`config.mk`:
```
export PLATFORM = sky130hd
export DESIGN_NAME = cspr_regs
export DESIGN_NICKNAME = d
export VERILOG_FILES = /design/src/cspr_pkg.sv /design/src/cspr_regs.sv
export SDC_FILE = /design/constraint.sdc
export NUM_CORES = 1
export LEC_CHECK = 0
export BUFFER_PORTS_ARGS = -buffer_cell sky130_fd_sc_hd__buf_2
export CAP_MARGIN = 5
export CORE_MARGIN = 2
export CORE_UTILIZATION = 46
export CTS_CLUSTER_SIZE = 25
export DETAILED_ROUTE_END_ITERATION = 6
export MAX_ROUTING_LAYER = met4
export PLACE_DENSITY = 0.79
export SETUP_SLACK_MARGIN = 0.4
export SLEW_MARGIN = 20
export SYNTH_ARGS = -nofsm -noshare
export SYNTH_HDL_FRONTEND = slang
export SYNTH_SLANG_ARGS = --single-unit
```
`constraint.sdc`:
```
create_clock -name clk -period 1.14 [get_ports clk]
set_input_delay 0.114 -clock clk [delete_from_list [all_inputs] [get_ports clk]]
set_output_delay 0.114 -clock clk [all_outputs]
set_load 0.01 [all_outputs]
```
`src/cspr_pkg.sv`:
```
package cspr_pkg;

  // ----------------------------------------
  // Register offsets
  // ----------------------------------------
  localparam logic [7:0] CTRL_OFS = 8'h09;
  localparam logic [7:0] FAULT_OFS = 8'h0a;
  localparam logic [7:0] CLASH_OFS = 8'h0b;
  localparam logic [7:0] TIMER_OFS = 8'h0c;
  localparam logic [7:0] CHECK_OFS = 8'h0d;

  // ----------------------------------------
  // Reset values
  // ----------------------------------------
  localparam logic [7:0] CTRL_RST = 8'h00;
  localparam logic [7:0] FAULT_RST = 8'h40;
  localparam logic [7:0] CLASH_RST = 8'h00;

  // ----------------------------------------
  // Field positions
  // ----------------------------------------
  localparam int IDLE_BIT = 5;
  localparam int SLEEP_BIT = 4;
  localparam int CIPHER_BIT = 3;
  localparam int HALT_BIT = 2;
  localparam int LAUNCH_BIT = 1;
  localparam int CLEAR_BIT = 0;

  localparam int KEY_BIT = 6;
  localparam int PERM_BIT = 5;
  localparam int OVR_BIT = 4;
  localparam int SUM_BIT = 3;
  localparam int SOF_BIT = 2;
  localparam int PAR_BIT = 1;
  localparam int CLASH_BIT = 0;

  // Events reported by the receiver, command engine and FIFO
  typedef struct packed {
    logic auth2_ok;
    logic cipher_off;
    logic key_cmd_start;
    logic key_fmt_bad;
    logic nv_cmd_start;
    logic nv_perm_bad;
    logic fifo_wr_full;
    logic rx_prepare;
    logic rx_crc_bad;
    logic rx_sof_bad;
    logic rx_par_bad;
    logic rx_clash;
    logic [7:0] clash_pos;
  } cspr_evt_t;

  // Controls toward the rest of the reader
  typedef struct packed {
    logic standby;
    logic power_down;
    logic cipher_on;
    logic timer_stop;
    logic timer_start;
    logic fifo_flush;
  } cspr_ctl_t;

endpackage : cspr_pkg

```
`src/cspr_regs.sv`:
```
// Notes on behaviour
// - Control register at 09h, reset 00h, bits 7 and 6 reserved.
// - Writing bit 5 requests standby; clock keeps running.
// - Writing bit 4 requests power-down; clock stops too.
// - cipher_active 1 encrypts card traffic, 0 leaves it plain.
// - cipher_active set only by successful second_auth_step, never by host.
// - Writing bit 2 stops the timer at once.
// - Writing bit 1 starts the timer at once.
// - Writing bit 0 flushes FIFO pointers, fill count and overrun flag.
// - The three strobe bits always read as 0.
// - Read-only fault register at 0Ah, reset 40h, last command status.
// - key_format_fault cleared at key-load start, set on bad key format.
// - nv_permission_fault cleared at memory command start, set on violation.
// - queue_overrun_flag set on any write into a full FIFO.
// - check_sum_fault set when rx_check_enable and received CRC fails.
// - start_of_frame_fault set on incorrect start-of-frame.
// - odd_even_fault set on receive parity failure.
// - bit_clash_flag set on detected bit collision.
// - Four receive faults cleared in rx_prepare_state at receiver start.
// - first_clash_index at 0Bh, reset 00h, first collision position.
// - countdown_reading at 0Ch returns current timer value.
// - check_low_byte at 0Dh gives CRC low byte, valid when check_done.
// - check_done reads 1 when CRC finished, 0 while ongoing.
`timescale 1ns/1ns
`default_nettype none
module cspr_regs (
  input wire logic clk,
  input wire logic rst,
  input wire logic [7:0] addr,
  input wire logic wr_en,
  input wire logic rd_en,
  input wire logic [7:0] wdata,
  output logic [7:0] rdata,
  input wire logic rx_check_enable,
  input wire logic [7:0] timer_count,
  input wire logic [7:0] crc_low,
  input wire logic crc_busy,
  input wire cspr_pkg::cspr_evt_t evt,
  output cspr_pkg::cspr_ctl_t ctl,
  output logic check_done
);

  // ----------------------------------------
  // Control register
  // ----------------------------------------
  logic standby_q, standby_d;
  logic sleep_q, sleep_d;
  logic cipher_q, cipher_d;
  logic halt_q, halt_d;
  logic launch_q, launch_d;
  logic flush_q, flush_d;
  logic ctrl_wr;

  always_comb
  begin
    ctrl_wr = wr_en && (addr == cspr_pkg::CTRL_OFS);
    standby_d = standby_q;
    sleep_d = sleep_q;
    cipher_d = cipher_q;
    if (ctrl_wr)
    begin
      standby_d = wdata[cspr_pkg::IDLE_BIT];
      sleep_d = wdata[cspr_pkg::SLEEP_BIT];
      // Host may drop the cipher but never raise it
      if (!wdata[cspr_pkg::CIPHER_BIT])
        cipher_d = 1'b0;
    end
    if (evt.cipher_off)
      cipher_d = 1'b0;
    if (evt.auth2_ok)
      cipher_d = 1'b1;
    halt_d = ctrl_wr && wdata[cspr_pkg::HALT_BIT];
    launch_d = ctrl_wr && wdata[cspr_pkg::LAUNCH_BIT];
    flush_d = ctrl_wr && wdata[cspr_pkg::CLEAR_BIT];
  end

  always_ff @(posedge clk)
  begin
    if (rst)
    begin
      standby_q <= cspr_pkg::CTRL_RST[cspr_pkg::IDLE_BIT];
      sleep_q <= cspr_pkg::CTRL_RST[cspr_pkg::SLEEP_BIT];
      cipher_q <= cspr_pkg::CTRL_RST[cspr_pkg::CIPHER_BIT];
      halt_q <= 1'b0;
      launch_q <= 1'b0;
      flush_q <= 1'b0;
    end
    else
    begin
      standby_q <= standby_d;
      sleep_q <= sleep_d;
      cipher_q <= cipher_d;
      halt_q <= halt_d;
      launch_q <= launch_d;
      flush_q <= flush_d;
    end
  end

  assign ctl.standby = standby_q;
  assign ctl.power_down = sleep_q;
  assign ctl.cipher_on = cipher_q;
  assign ctl.timer_stop = halt_q;
  assign ctl.timer_start = launch_q;
  assign ctl.fifo_flush = flush_q;

  // ----------------------------------------
  // Fault flags and collision position
  // ----------------------------------------
  // Hardware events win over clears issued in the same cycle
  logic [7:0] fault_q, fault_d;
  logic [7:0] clash_q, clash_d;

  always_comb
  begin
    fault_d = fault_q;
    clash_d = clash_q;
    if (evt.key_cmd_start)
      fault_d[cspr_pkg::KEY_BIT] = 1'b0;
    if (evt.key_fmt_bad)
      fault_d[cspr_pkg::KEY_BIT] = 1'b1;
    if (evt.nv_cmd_start)
      fault_d[cspr_pkg::PERM_BIT] = 1'b0;
    if (evt.nv_perm_bad)
      fault_d[cspr_pkg::PERM_BIT] = 1'b1;
    if (flush_q)
      fault_d[cspr_pkg::OVR_BIT] = 1'b0;
    if (evt.fifo_wr_full)
      fault_d[cspr_pkg::OVR_BIT] = 1'b1;
    if (evt.rx_prepare)
    begin
      fault_d[cspr_pkg::SUM_BIT] = 1'b0;
      fault_d[cspr_pkg::SOF_BIT] = 1'b0;
      fault_d[cspr_pkg::PAR_BIT] = 1'b0;
      fault_d[cspr_pkg::CLASH_BIT] = 1'b0;
    end
    if (evt.rx_crc_bad && rx_check_enable)
      fault_d[cspr_pkg::SUM_BIT] = 1'b1;
    if (evt.rx_sof_bad)
      fault_d[cspr_pkg::SOF_BIT] = 1'b1;
    if (evt.rx_par_bad)
      fault_d[cspr_pkg::PAR_BIT] = 1'b1;
    // Only the first collision of a frame is recorded
    if (evt.rx_clash)
    begin
      fault_d[cspr_pkg::CLASH_BIT] = 1'b1;
      if (!fault_q[cspr_pkg::CLASH_BIT] || evt.rx_prepare)
        clash_d = evt.clash_pos;
    end
    fault_d[7] = 1'b0;
  end

  always_ff @(posedge clk)
  begin
    if (rst)
    begin
      fault_q <= cspr_pkg::FAULT_RST;
      clash_q <= cspr_pkg::CLASH_RST;
    end
    else
    begin
      fault_q <= fault_d;
      clash_q <= clash_d;
    end
  end

  // ----------------------------------------
  // Read port and CRC status
  // ----------------------------------------
  logic [7:0] rdata_q, rdata_d;
  logic done_q, done_d;

  always_comb
  begin
    done_d = !crc_busy;
    rdata_d = rdata_q;
    if (rd_en)
    begin
      unique case (addr)
        cspr_pkg::CTRL_OFS: rdata_d = {2'h0, standby_q, sleep_q, cipher_q, 3'h0};
        cspr_pkg::FAULT_OFS: rdata_d = fault_q;
        cspr_pkg::CLASH_OFS: rdata_d = clash_q;
        cspr_pkg::TIMER_OFS: rdata_d = timer_count;
        cspr_pkg::CHECK_OFS: rdata_d = crc_low;
        default: rdata_d = 8'h00;
      endcase
    end
  end

  always_ff @(posedge clk)
  begin
    if (rst)
    begin
      rdata_q <= 8'h00;
      done_q <= 1'b1;
    end
    else
    begin
      rdata_q <= rdata_d;
      done_q <= done_d;
    end
  end

  assign rdata = rdata_q;
  assign check_done = done_q;

endmodule : cspr_regs
`default_nettype wire

```
* After elaboration in Yosys (flattened, before gate mapping)
Index checks and enable logic that the tools add are counted.
** Cells by class
- Add/sub/neg operators :: 0
- Multiply operators :: 0
- Div/mod/pow operators :: 0
- $lt $le $gt $ge :: 0
- Equal/unequal tests :: 6
- Shifts and indexed selects :: 0
- Mux-type cells :: 14
- Bitwise operators :: 0
- Reductions and logical operators :: 18
** Operators by type and width (number)
- 8-bit by 4-bit equality test with 1-bit output (second input constant) :: 5
- 8-bit case mux with 5 select lines :: 1
- 1-bit two-way mux :: 12
- 2-bit nonzero test :: 6
- 1-bit logical AND :: 5
- 4-bit two-way mux :: 1
- 2-bit AND reduction :: 2
- 3-bit by 1-bit inequality test with 1-bit output (second input constant) :: 1
- 3-bit nonzero test :: 1
- 1-bit zero test :: 2
- 2-bit OR reduction :: 1
- 1-bit logical OR :: 1
** Word-level totals
- Register bits :: 31
- Latch bits :: 0
- RAM bits :: 0
- Memory bits (read-only) :: 0
- Bits of input ports :: 58
- Output and inout bits :: 15
- Word-level logic and storage cells :: 55
- Memories :: 0

* Depth between registers and ports, before layout
Gate-level depths: netlist of the first run.
- Depth in word-level cells :: 5
- Gate-level depth with buffers :: 4
- Gate-level depth less buffers :: 3

* Least setup slack after synthesis of the first run
No wires, ideal clock.
- Kind :: flip-flop to flip-flop
- Start point :: reg rdata[6] (netlist name)
- End point :: reg rdata_q[6] (netlist: rdata[6])
- Arrival :: 1.004 ns
- Path slack :: 0.051 ns
- Cell stages (with the launch flop) :: 4
- Path buffers :: 0
- Cells stage by stage :: dfxtp_1 -> nor3b_1 -> and2b_1 -> a211oi_1
** RTL lines
- to (signal assigned) :: line cspr_regs.sv:198 : rdata_q <= rdata_d;
- to (decl) :: line cspr_regs.sv:169 : logic [7:0] rdata_q, rdata_d;

==> results of run 1 <==
==> layout make-up <==
type                            instances  area, µm²
Inverter                                6       22.5
Multi-Input combinational cell        118       1030
Clock buffer                            6       51.3
Fill cell                             206        557
Tap cell                               44       55.1
Sequential cell                        30        627
Timing Repair Buffer                  100        744
Clock inverter                          2       12.5
==> sequential cells by signal, summed over array words and instances, names as in the netlist <==
| signal | count |
|---|---|
| rdata | 8 |
| cipher_q | 1 |
| fault_q | 7 |
| flush_q | 1 |
| check_done | 1 |
| halt_q | 1 |
| clash_q | 8 |
| launch_q | 1 |
| sleep_q | 1 |
| standby_q | 1 |
==> repair_timing <==
action	CTS	global route
setup buffers	5	1
hold endpoints to repair	6	0
endpoints found under the setup margin	37	35
resized for setup	38	12
hold buffers	7	0
cloned	1	0
pin swaps	20	3
==> tightest hold or removal path, cell delays in order <==
cell and delay [ns]:
buf_2 0.07, a22oi_1 0.05, nor2_1 0.08
==> how the worst max path moves through the flow <==
stage             start        to  depth (start not counted)
6_report       rdata[6]  rdata[6]                          3
5_1_grt        rdata[6]  rdata[6]                          3
4_1_cts        rdata[6]  rdata[6]                          3
3_5_place_dp    addr[2]  rdata[2]                          5
3_3_place_gp    addr[2]  rdata[6]                          4
2_1_floorplan   addr[1]  rdata[6]                          4
==> where the power goes <==
part           total (mW)  internal, mW  switching, mW  leakage [nW]
registers            1.11          1.09         0.0268         0.254
logic               0.478         0.260          0.218         0.811
clock network       0.701         0.296          0.405        0.0343
total                2.29          1.64          0.650          1.10
==> cell usage in the layout, fill, tap and decap left out, drive strengths merged, types with 4 or more instances in the layout <==
cell type,count
nand2,6
inv,6
nand2b,6
nor4bb,4
nand3,9
a41oi,4
dfxtp,30
dlygate4sd3,6
a211oi,5
a21oi,15
nor2,8
nor2b,6
buf,92
a22oi,6
and3b,4
mux2,5
clkbuf,6
nor3b,7
o21ai,10
a2111oi,4
o211ai,5
==> cell families (layout without fill, tap and decap cells) <==
logic type             after synthesis  in the layout  synth area share
AND/OR/NAND/NOR                     60             60             0.252
flip-flops                          30             30             0.392
AO/OA/AOI/OAI                       51             51             0.217
multiplexers                         7              7            0.0498
buffers and inverters               24            114            0.0890
==> routing by layer <==
metal,global-route usage,up-vias,part of all wire
met2,0.448,82,0.51
met3,0.0683,15,0.068
met4,0.0973,0,0.018
li1,-,811,-
met1,0.335,818,0.40
met5,-,-,0
==> stage by stage <==
stage	cells	setup slack, ns	utilization	cell area (µm²)
finish	306	0.0860	0.821	2550
global route	306	0.0343	0.821	2550
CTS	305	0.115	0.803	2490
detailed placement	284	-0.0336	0.693	2150
global placement	284	-0.00639	0.693	2150
floorplan	172	0.176	-	1750
==> summary.md, run 1 <==
| Metric | Value |
|---|---|
| Syn nets | `230` |
| Fin crit share | `0.925` |
| Max-slew violation count | `0` |
| CP max stage cell | `a2111oi_1` |
| Chip width | `61.7 µm` |
| Port-buffer cells | `70` |
| Minimum clock period | `1.05 ns` |
| Synth-to-Final Area Change | `66.1%` |
| Final net count | `319` |
| Layout cells sized above 1 | `0.626` |
| RSZ-0062 raised after global routing | `yes` |
| Final Hold Vio Count | `0` |
| Achievable frequency | `949 MHz` |
| Fin Setup TNS | `0 ns` |
| Post-DP HPWL | `3230 µm` |
| Vias in the first global route | `1590` |
| Hold path depth | `3` |
| Worst VDD drop | `0.000784 V` |
| Cell with the most instances after synthesis | `dfxtp_1` |
| Cell row count | `20` |
| Die Height | `61.7 µm` |
| Clock tree sinks | `30` |
| Total die area | `0.00381 mm²` |
| Reg clk slew, reported paths | `0.10 ns` |
| CTS tree | `done` |
| Max Cap Viol | `0` |
| Hold Path Origin | `rx_check_enable` |
| CP arrival | `1.27 ns` |
| R2r setup slk | `0.09 ns` |
| Number of synthesized flops with an enable pin | `0` |
| Static Leakage | `1.10 nW` |
| Reg2Reg Capture Point | `rdata[6]` |
| Skew final | `0.00614 ns` |
| Drc violations | `0` |
| Initial antenna violation count | `0` |
| Setup Viol. Count Final | `0` |
| Total core area | `0.00310 mm²` |
| Yosys top cell by area | `dfxtp_1` |
| Post-synthesis register bit count | `30` |
| First-pass GRT wire length | `7370 µm` |
| Path type of the worst setup path | `reg -> reg` |
| Crit path capture type | `register` |
| Sequential share of the synthesized area | `0.392` |
| Synth Instances | `172` |
| Synth top area cells | `dfxtp_1 (39%), a21oi_1 (4.9%), mux2_2 (3.7%), buf_4 (3.4%), o21ai_0 (3.3%)` |
| Cts bufs inserted | `5` |
| Initial core utilization | `0.494` |
| Crit path cell chain | `nor3b_4, a2111oi_1, a211oi_2` |
| Routed Antenna Nets | `0` |
| Unique masters post-synth | `34` |
| Max H-tree Level | `2` |
| Ys async rst share | `0` |
| GP Congestion | `0.882` |
| Max clock buf depth | `2` |
| Total gr overflow | `0` |
| # IOs | `73` |
| Worst Path Buf+Inv | `0` |
| Syn Area/Cell | `8.91 µm²` |
| Diodes inserted | `0` |
| Worst-margin pin slew | `0.452 ns` |
| Yosys warning count | `0` |
| CP peak stage delay | `0.37 ns` |
| Synth top area share | `0.392` |
| Critical path launch point type | `register` |
| Drt wl/cell | `16.1 µm` |
| Primary FF master, synth | `dfxtp_1` |
| Top cells by count, synth | `dfxtp_1 (30), a21oi_1 (15), o21ai_0 (10), nand3_1 (9), nor2_1 (8)` |
| Status | `finished clean` |
| Clk_lat worst skew | `0.34 ns` |
| Worst-case reg-to-reg path depth | `3` |
| Worst hold path type | `in -> reg` |
| Via count | `1726` |
| PwrDens | `900 mW/mm²` |
| Hold EP | `fault_q[3]` |
| Gr usage total | `0.276` |
| Tot Pwr | `2.29 mW` |
| Pre-antenna DRT Iters | `4` |
| Worst slew margin | `0.698` |
| Hold slack | `0.00589 ns` |
| Via density | `5.64` |
| Initial drt markers | `83` |
| RR Startpoint | `rdata[6]` |
| CTS root buffer | `clkbuf_4` |
| Critical path peak fanout | `3` |
| CP required | `1.36 ns` |
| Routed WL | `4930 µm` |
| Cell family with most CP delay | `compound AO/OA/AOI/OAI gates` |
| Largest net degree at the start of global routing | `23` |
| Post-synthesis cell area | `0.00153 mm²` |
Note: power is estimated with default switching activity, not from simulation.
==> inputs of run 2 (changes only) <==
--- a/config.mk
+++ b/config.mk
@@ -5,10 +5,11 @@
 export SDC_FILE = /design/constraint.sdc
 export NUM_CORES = 1
 export LEC_CHECK = 0
+export ABC_AREA = 1
 export BUFFER_PORTS_ARGS = -buffer_cell sky130_fd_sc_hd__buf_2
 export CAP_MARGIN = 5
-export CORE_MARGIN = 2
-export CORE_UTILIZATION = 46
+export CORE_MARGIN = 1
+export CORE_UTILIZATION = 45
 export CTS_CLUSTER_SIZE = 25
 export DETAILED_ROUTE_END_ITERATION = 6
 export MAX_ROUTING_LAYER = met4
==> run 2 against run 1 <==
  * Clock-buffer cell count up 1
  * Wire length up 10%
  * The run now ends with hold timing left
  * Critical path depth shrank 2
  * Total power rose by 1.4%
  * Global-route usage increased by 1.5 points
==> summary.md, run 2 <==
| Metric | Value |
|---|---|
| Clk_lat worst skew | `0.37 ns (+0.03 ns)` |
| Failing checks | `hold timing` |
| Unique masters post-synth | `20 (-41%)` |
| RSZ-0062 raised after global routing | `yes` |
| CP required | `1.03 ns (-0.33 ns)` |
| Clock tree sinks | `30 (unchanged)` |
| Achievable frequency | `1060 MHz (+12%)` |
| Largest net degree at the start of global routing | `16 (-30%)` |
| Drc violations | `0 (unchanged)` |
| Final net count | `363 (+14%)` |
| Post-DP HPWL | `2640 µm (-18%)` |
| Number of non-filler instances in the completed layout | `350 (+14%)` |
| Design area | `0.00249 mm² (-2.0%)` |
| # IOs | `73 (unchanged)` |
| RR Startpoint | `cipher_q` |
| Gr usage total | `0.292 (+0.0151)` |
| Crit path cell chain | `buf_6` |
| Fill count | `201 (-2.4%)` |
| Dpl ws | `-0.0604 ns (-0.0268 ns)` |
| Via density | `5.25 (-6.9%)` |
| Worst Slack Setup Final | `0.196 ns (+0.110 ns)` |
| CP arrival | `0.83 ns (-0.44 ns)` |
| Post-synthesis register bit count | `30 (unchanged)` |
| Commonest non-fill, non-tap cell in the layout | `buf_2` |
| PwrDens | `931 mW/mm² (+3.5%)` |
| First-pass GRT wire length | `7160 µm (-2.8%)` |
| FF+latch area | `632 µm² (+0.80%)` |
| Total die area | `0.00345 mm² (-9.4%)` |
| Diodes inserted | `0 (unchanged)` |
| Cell row count | `20 (unchanged)` |
| Number of synthesized flops with an enable pin | `0 (unchanged)` |
| Cell with the most instances after synthesis | `nand2_1` |
| Crit path capture type | `output pin` |
| Hold Path Origin | `evt[14]` |
| Sequential share of the synthesized area | `0.415 (+0.0227)` |
| Syn nets | `267 (+16%)` |
| CP max stage cell | `dfxtp_2` |
| CTS root buffer | `clkbuf_4` |
| Synth top area cells | `dfxtp_1 (41%), nand3_1 (12%), nand2_1 (10%), nor2_1 (7.8%), inv_1 (4.9%)` |
| Worst-margin pin slew | `0.266 ns (-0.186 ns)` |
| Primary FF master, synth | `dfxtp_1` |
| Cts bufs inserted | `5 (unchanged)` |
| Fin Setup TNS | `0 ns (unchanged)` |
| Worst slew margin | `0.822 (+0.124)` |
| Max-slew violation count | `0 (unchanged)` |
| Skew final | `0.0179 ns (+0.0118 ns)` |
| Layout cells sized above 1 | `0.582 (-0.0443)` |
| Minimum clock period | `0.944 ns (-0.110 ns)` |
| Post-synthesis cell area | `0.00145 mm² (-5.5%)` |
| Max H-tree Level | `2 (unchanged)` |
| Static Leakage | `1.17 nW (+6.4%)` |
| Pre-antenna DRT Iters | `4 (unchanged)` |
| Cell family with most CP delay | `flip-flops` |
| Syn Area/Cell | `6.93 µm² (-22%)` |
| Tot Pwr | `2.32 mW (+1.4%)` |
| R2r setup slk | `0.25 ns (+0.16 ns)` |
| Reg clk slew, reported paths | `0.11 ns (about the same)` |
| Synth Instances | `209 (+22%)` |
| Commonest non-fill, non-tap cells in the layout | `buf_2 (53), nand2_1 (29), nand3_1 (24), dfxtp_2 (22), buf_6 (21)` |
| Ys async rst share | `0 (unchanged)` |
| Post-DP Area | `0.00185 mm² (-14%)` |
| Die Height | `58.7 µm (-4.8%)` |
| Synth top area share | `0.415 (+0.0227)` |
| Multi-input logic area | `888 µm² (-14%)` |
| Worst Path Buf+Inv | `1 (+1)` |
| Chip width | `58.7 µm (-4.8%)` |
| Max Cap Viol | `0 (unchanged)` |
| Worst-case reg-to-reg path depth | `5 (+2)` |
| Placed insts | `316 (+11%)` |
| Port-buffer cells | `70 (unchanged)` |
| Hold path depth | `3 (unchanged)` |
| Status | `complete, but fails checks` |
| Final Hold Vio Count | `5 (+5)` |
| Synth-to-Final Area Change | `72.2%` |
| CTS tree | `done` |
| Routed WL | `5430 µm (+10%)` |
| Routed Antenna Nets | `0 (unchanged)` |
| Drt wl/cell | `15.5 µm (-3.7%)` |
| Initial drt markers | `122 (+47%)` |
| GP Congestion | `0.812 (-8.0%)` |
| Critical path launch point type | `register` |
| Hold slack | `-0.0499 ns (-0.0558 ns)` |
| Total core area | `0.00305 mm² (-1.6%)` |
| Total gr overflow | `0 (unchanged)` |
| Reg2Reg Capture Point | `cipher_q` |
| Initial antenna violation count | `0 (unchanged)` |
| Yosys warning count | `0 (unchanged)` |
| Hold EP | `fault_q[5]` |
| Max clock buf depth | `2 (unchanged)` |
| Via count | `1837 (+6.4%)` |
| Setup Viol. Count Final | `0 (unchanged)` |
| Path type of the worst setup path | `reg -> out` |
| Critical path peak fanout | `2 (-1)` |
| Top cells by count, synth | `nand2_1 (39), nand3_1 (35), dfxtp_1 (30), nor2_1 (30), inv_1 (19)` |
| Yosys top cell by area | `dfxtp_1` |
| Initial core utilization | `0.475 (-0.0194)` |
| Worst hold path type | `in -> reg` |
| Vias in the first global route | `1653 (+4.0%)` |
| Worst VDD drop | `0.000905 V (+15%)` |
| CP peak stage delay | `0.37 ns (about the same)` |
| Fin crit share | `0.828 (-0.0964)` |
==> run 2: changes by cell type after synthesis, moves of 6 or more <==
cell and delta:
nand2_1 +33, nand3_1 +26, nor2_1 +22, inv_1 +13, a22oi_1 -6, nand2b_1 -6, nor2b_1 -6, nor3b_1 -6
==> run 2: area by class of cell <==
class                      instances  area share
clock buffer                       7      0.0221
clock inverter                     1     0.00201
inverter                          22      0.0451
multi-input combinational        145       0.356
sequential                        30       0.253
tap                               44      0.0221
timing repair buffer             101       0.299
==> run 2: repair_timing <==
| action | 4_1_cts | 5_1_grt |
|---|---|---|
| gates resized for setup | 71 | 45 |
| setup buffers | 7 | 8 |
| hold endpoints to repair | 8 | 0 |
| hold buffers | 9 | 0 |
| gates cloned | 1 | 1 |
| setup endpoints to repair | 37 | 38 |
| pin swaps | 18 | 23 |
==> run 2: layer usage <==
layer | GRT usage | vias to the layer above | wire, µm | part of all wire
met2 | 0.495 | 91 | 2850 | 0.52
met5 | - | - | 0 | 0
li1 | - | 864 | - | -
met4 | 0.163 | 0 | 201 | 0.037
met1 | 0.315 | 857 | 2060 | 0.38
met3 | 0.0615 | 25 | 317 | 0.058
==> run 2: worst max path at each step <==
stage,from,to,slack (ns),cells past startpoint
after detailed placement,addr[4],cipher_q,-0.06,9
after global placement,addr[4],cipher_q,-0.008,9
final,cipher_q,ctl[3],0.20,1
after global routing,cipher_q,ctl[3],0.17,1
after CTS,rdata[4],rdata[4],0.22,1
after floorplan,addr[4],rdata[7],0.25,9
==> run 2: cells by family after synthesis <==
kind of cell           count (synthesis)  synth area share
AND/OR/NAND/NOR                      111             0.341
buffers and inverters                 35             0.125
AO/OA/AOI/OAI                         33             0.119
flip-flops                            30             0.415
==> run 2: through the flow <==
stage	util	hold slack, ns
after floorplan	-	0.184
after global placement	0.605	0.280
after detailed placement	0.605	0.291
after CTS	0.751	0.000180
after global routing	0.817	-0.0335
final	0.817	-0.0499
==> run 2: tightest hold or removal path, cell delays in order <==
cell and delay [ns]:
buf_2 0.08, a21oi_1 0.03, nor2_1 0.07
==> run 2: where the power goes <==
| part | leakage, nW | internal [mW] | switching [mW] | total, mW |
|---|---|---|---|---|
| combinational | 0.880 | 0.226 | 0.246 | 0.472 |
| clock | 0.0353 | 0.298 | 0.412 | 0.710 |
| sequential | 0.255 | 1.10 | 0.0411 | 1.14 |
| total | 1.17 | 1.62 | 0.699 | 2.32 |
==> inputs of run 3 (changes only) <==
--- a/config.mk
+++ b/config.mk
@@ -5,15 +5,15 @@
 export SDC_FILE = /design/constraint.sdc
 export NUM_CORES = 1
 export LEC_CHECK = 0
-export ABC_AREA = 1
+export ABC_AREA = 0
 export BUFFER_PORTS_ARGS = -buffer_cell sky130_fd_sc_hd__buf_2
 export CAP_MARGIN = 5
 export CORE_MARGIN = 1
-export CORE_UTILIZATION = 45
+export CORE_UTILIZATION = 41
 export CTS_CLUSTER_SIZE = 25
 export DETAILED_ROUTE_END_ITERATION = 6
 export MAX_ROUTING_LAYER = met4
-export PLACE_DENSITY = 0.79
+export PLACE_DENSITY = 0.75
 export SETUP_SLACK_MARGIN = 0.4
 export SLEW_MARGIN = 20
 export SYNTH_ARGS = -nofsm -noshare
==> constraint.sdc (replaced) <==
create_clock -name clk -period 0.8 [get_ports clk]
set_input_delay 0.08 -clock clk [delete_from_list [all_inputs] [get_ports clk]]
set_output_delay 0.08 -clock clk [all_outputs]
set_load 0.01 [all_outputs]
==> run 3 against run 2 <==
  * The run ends with hold timing, setup timing left
  * Sequential share of layout area down 2.8 points
  * Wire length increased by 0.26%
  * Highest routed layer unchanged
  * First-iteration DRC count is 42% lower
  * Combinational power grew 67%
  * Register-to-register slack got worse by 0.49 ns
  * Largest cell class unchanged
  * Worst hold slack improved by 0.0014 ns
  * Utilization shrank 1.0 points
  * Sequential power grew 40%
==> summary.md, run 3 (synthesis gave the netlist of run 1 again) <==
| Metric | Value |
|---|---|
| Static Leakage | `1.20 nW (+2.5%)` |
| Final Hold Vio Count | `2 (-3)` |
| Worst Slack Setup Final | `-0.236 ns (-0.432 ns)` |
| Placed insts | `298 (-5.7%)` |
| CTS tree | `done` |
| Initial antenna violation count | `0 (unchanged)` |
| Status | `complete, but fails checks` |
| Max H-tree Level | `2 (unchanged)` |
| Met2 Use GR | `0.507 (+0.0116)` |
| Via density | `5.47 (+4.3%)` |
| Switching power | `0.973 mW (+39%)` |
| Setup Viol. Count Final | `31 (+31)` |
| First-pass GRT wire length | `8000 µm (+12%)` |
| PwrDens | `1370 mW/mm² (+47%)` |
| Failing checks | `hold timing, setup timing` |
| Worst hold path type | `in -> reg` |
| Comb power frac | `0.207 (+0.004)` |
| Achievable frequency | `965 MHz` |
| Clock tree sinks | `30 (unchanged)` |
| Chip width | `63.1 µm (+7.5%)` |
| Drt wl/cell | `17.1 µm (+10%)` |
| CP required | `0.97 ns (-0.06 ns)` |
| Routed WL | `5440 µm (+0.26%)` |
| Final net count | `330 (-9.1%)` |
| Diodes inserted | `0 (unchanged)` |
| Routed Antenna Nets | `0 (unchanged)` |
| Max-slew violation count | `0 (unchanged)` |
| Clock share of power | `0.375 (+0.069)` |
| Tot Pwr | `3.82 mW (+65%)` |
| CTS root buffer | `clkbuf_8` |
| Post-DP HPWL | `3370 µm (+27%)` |
| # IOs | `73 (unchanged)` |
| Critical path peak fanout | `2 (unchanged)` |
| Port-buffer cells | `70 (unchanged)` |
| Max Cap Viol | `0 (unchanged)` |
| Total core area | `0.00347 mm² (+14%)` |
| Cts bufs inserted | `5 (unchanged)` |
| Worst VDD drop | `0.00137 V (+51%)` |
| Pre-antenna DRT Iters | `5 (+1)` |
| Clk_lat worst skew | `0.29 ns (-0.08 ns)` |
| Hold slack | `-0.0486 ns (+0.00136 ns)` |
| Die Height | `63.1 µm (+7.5%)` |
| Gr usage total | `0.275 (-0.0163)` |
| Skew final | `0.00394 ns (-0.0140 ns)` |
| Vias in the first global route | `1768 (+7.0%)` |
| Largest net degree at the start of global routing | `14 (-2)` |
| Synth-to-Final Area Change | `82.6%` |
| Core Util, Final | `0.807 (-0.0102)` |
| Crit path capture type | `register` |
| Fin Setup TNS | `-3.18 ns (-3.18 ns)` |
| RSZ-0062 raised after global routing | `yes` |
| CP arrival | `1.21 ns (+0.38 ns)` |
| CP max stage cell | `dfxtp_2` |
| Reg power frac | `0.418 (-0.073)` |
| Layout cells sized above 1 | `0.744 (+0.162)` |
| Total die area | `0.00399 mm² (+16%)` |
| Initial core utilization | `0.442 (-0.0327)` |
| Path type of the worst setup path | `reg -> reg` |
| Cell internal pwr | `2.85 mW (+75%)` |
| Minimum clock period | `1.04 ns` |
| Worst-margin pin slew | `0.410 ns (+0.144 ns)` |
| Met1 GRT Util | `0.262 (-0.0526)` |
| Cell row count | `21 (+5.0%)` |
| Via count | `1746 (-5.0%)` |
| Total gr overflow | `0 (unchanged)` |
| Commonest non-fill, non-tap cell in the layout | `buf_2` |
| Drc violations | `0 (unchanged)` |
| GP Congestion | `0.851 (+4.9%)` |
| Worst slew margin | `0.726 (-0.0962)` |
| Number of non-filler instances in the completed layout | `319 (-8.9%)` |
| CP peak stage delay | `0.33 ns (-0.04 ns)` |
| Most Crowded Layer GR | `met2` |
| Max clock buf depth | `2 (unchanged)` |
| GRT met3 Usage | `0.0562 (-0.00538)` |
| Commonest non-fill, non-tap cells in the layout | `buf_2 (53), buf_4 (30), dfxtp_2 (22), buf_6 (21), a21oi_2 (12)` |
| Switching Share | `0.255 (-0.0460)` |
| Crit path cell chain | `mux2_2, a32oi_1, o211ai_1` |
| Critical path launch point type | `register` |
| Fin crit share | `1.29` |
| Initial drt markers | `71 (-42%)` |
| Fill count | `213 (+6.0%)` |
| Reg clk slew, reported paths | `0.06 ns (-0.05 ns)` |
[run 3: changes by cell type in the layout (fill, tap and decap cells not counted), moves of 8 or more]
cell           change
nand3_1           -24
nand2_1           -23
buf_4             +14
nor2_4            -13
a21oi_2           +10
a21oi_1            -9
dlygate4sd3_1      -9
nand2_2            -9
inv_1              -8
nor2_1             -8
[run 3: through the flow]
step           setup slack, ns  area [µm²]
2_1_floorplan           -0.160        1830
5_1_grt                 -0.279        2800
3_3_place_gp            -0.287        2250
3_5_place_dp            -0.379        2250
4_1_cts                 -0.212        2590
6_report                -0.236        2800
[run 3: critical path, delay by kind of cell (launching register included)]
kind / cells / cell delay (ns)
flip-flops: 1 / 0.33
AO/OA/AOI/OAI: 2 / 0.33
multiplexers: 1 / 0.27
[run 3: worst paths after layout]
kind	from	endpoint	slack, ns	cells past startpoint
worst max-delay path	fault_q[4]	rdata[4]	-0.24	3
worst min-delay path	evt[17]	fault_q[6]	-0.05	2
worst max register to register	fault_q[4]	rdata[4]	-0.24	3
worst min register to register	fault_q[6]	fault_q[6]	0.44	2
[run 3: repair_timing]
action	4_1_cts	5_1_grt
setup buffers	6	6
gates cloned	0	1
gates resized for setup	45	33
hold endpoints to repair	4	2
pin swaps	14	17
endpoints found under the setup margin	45	44
[run 3: layout make-up]
type	instances	area, µm²	area share
clock buffers	8	110	0.0393
repair buffers	111	845	0.302
inverters	6	22.5	0.00805
flip-flops and latches	30	632	0.226
multi-input cells	118	1130	0.405
well taps	46	57.6	0.0206
[run 3: layer usage]
layer | up-vias | wire, µm
li1 | 836 | -
met1 | 825 | 2020
met2 | 67 | 2960
met3 | 18 | 255
met4 | 0 | 208
met5 | - | 0
[run 3: power groups by stage]
stage	Sequential (mW)	Combinational [mW]	Clock [mW]
global route	1.60	0.841	1.51
global placement	1.61	0.586	0
detailed placement	1.61	0.595	0
finish	1.60	0.790	1.43
CTS	1.59	0.676	1.45
floorplan	1.60	0.339	0
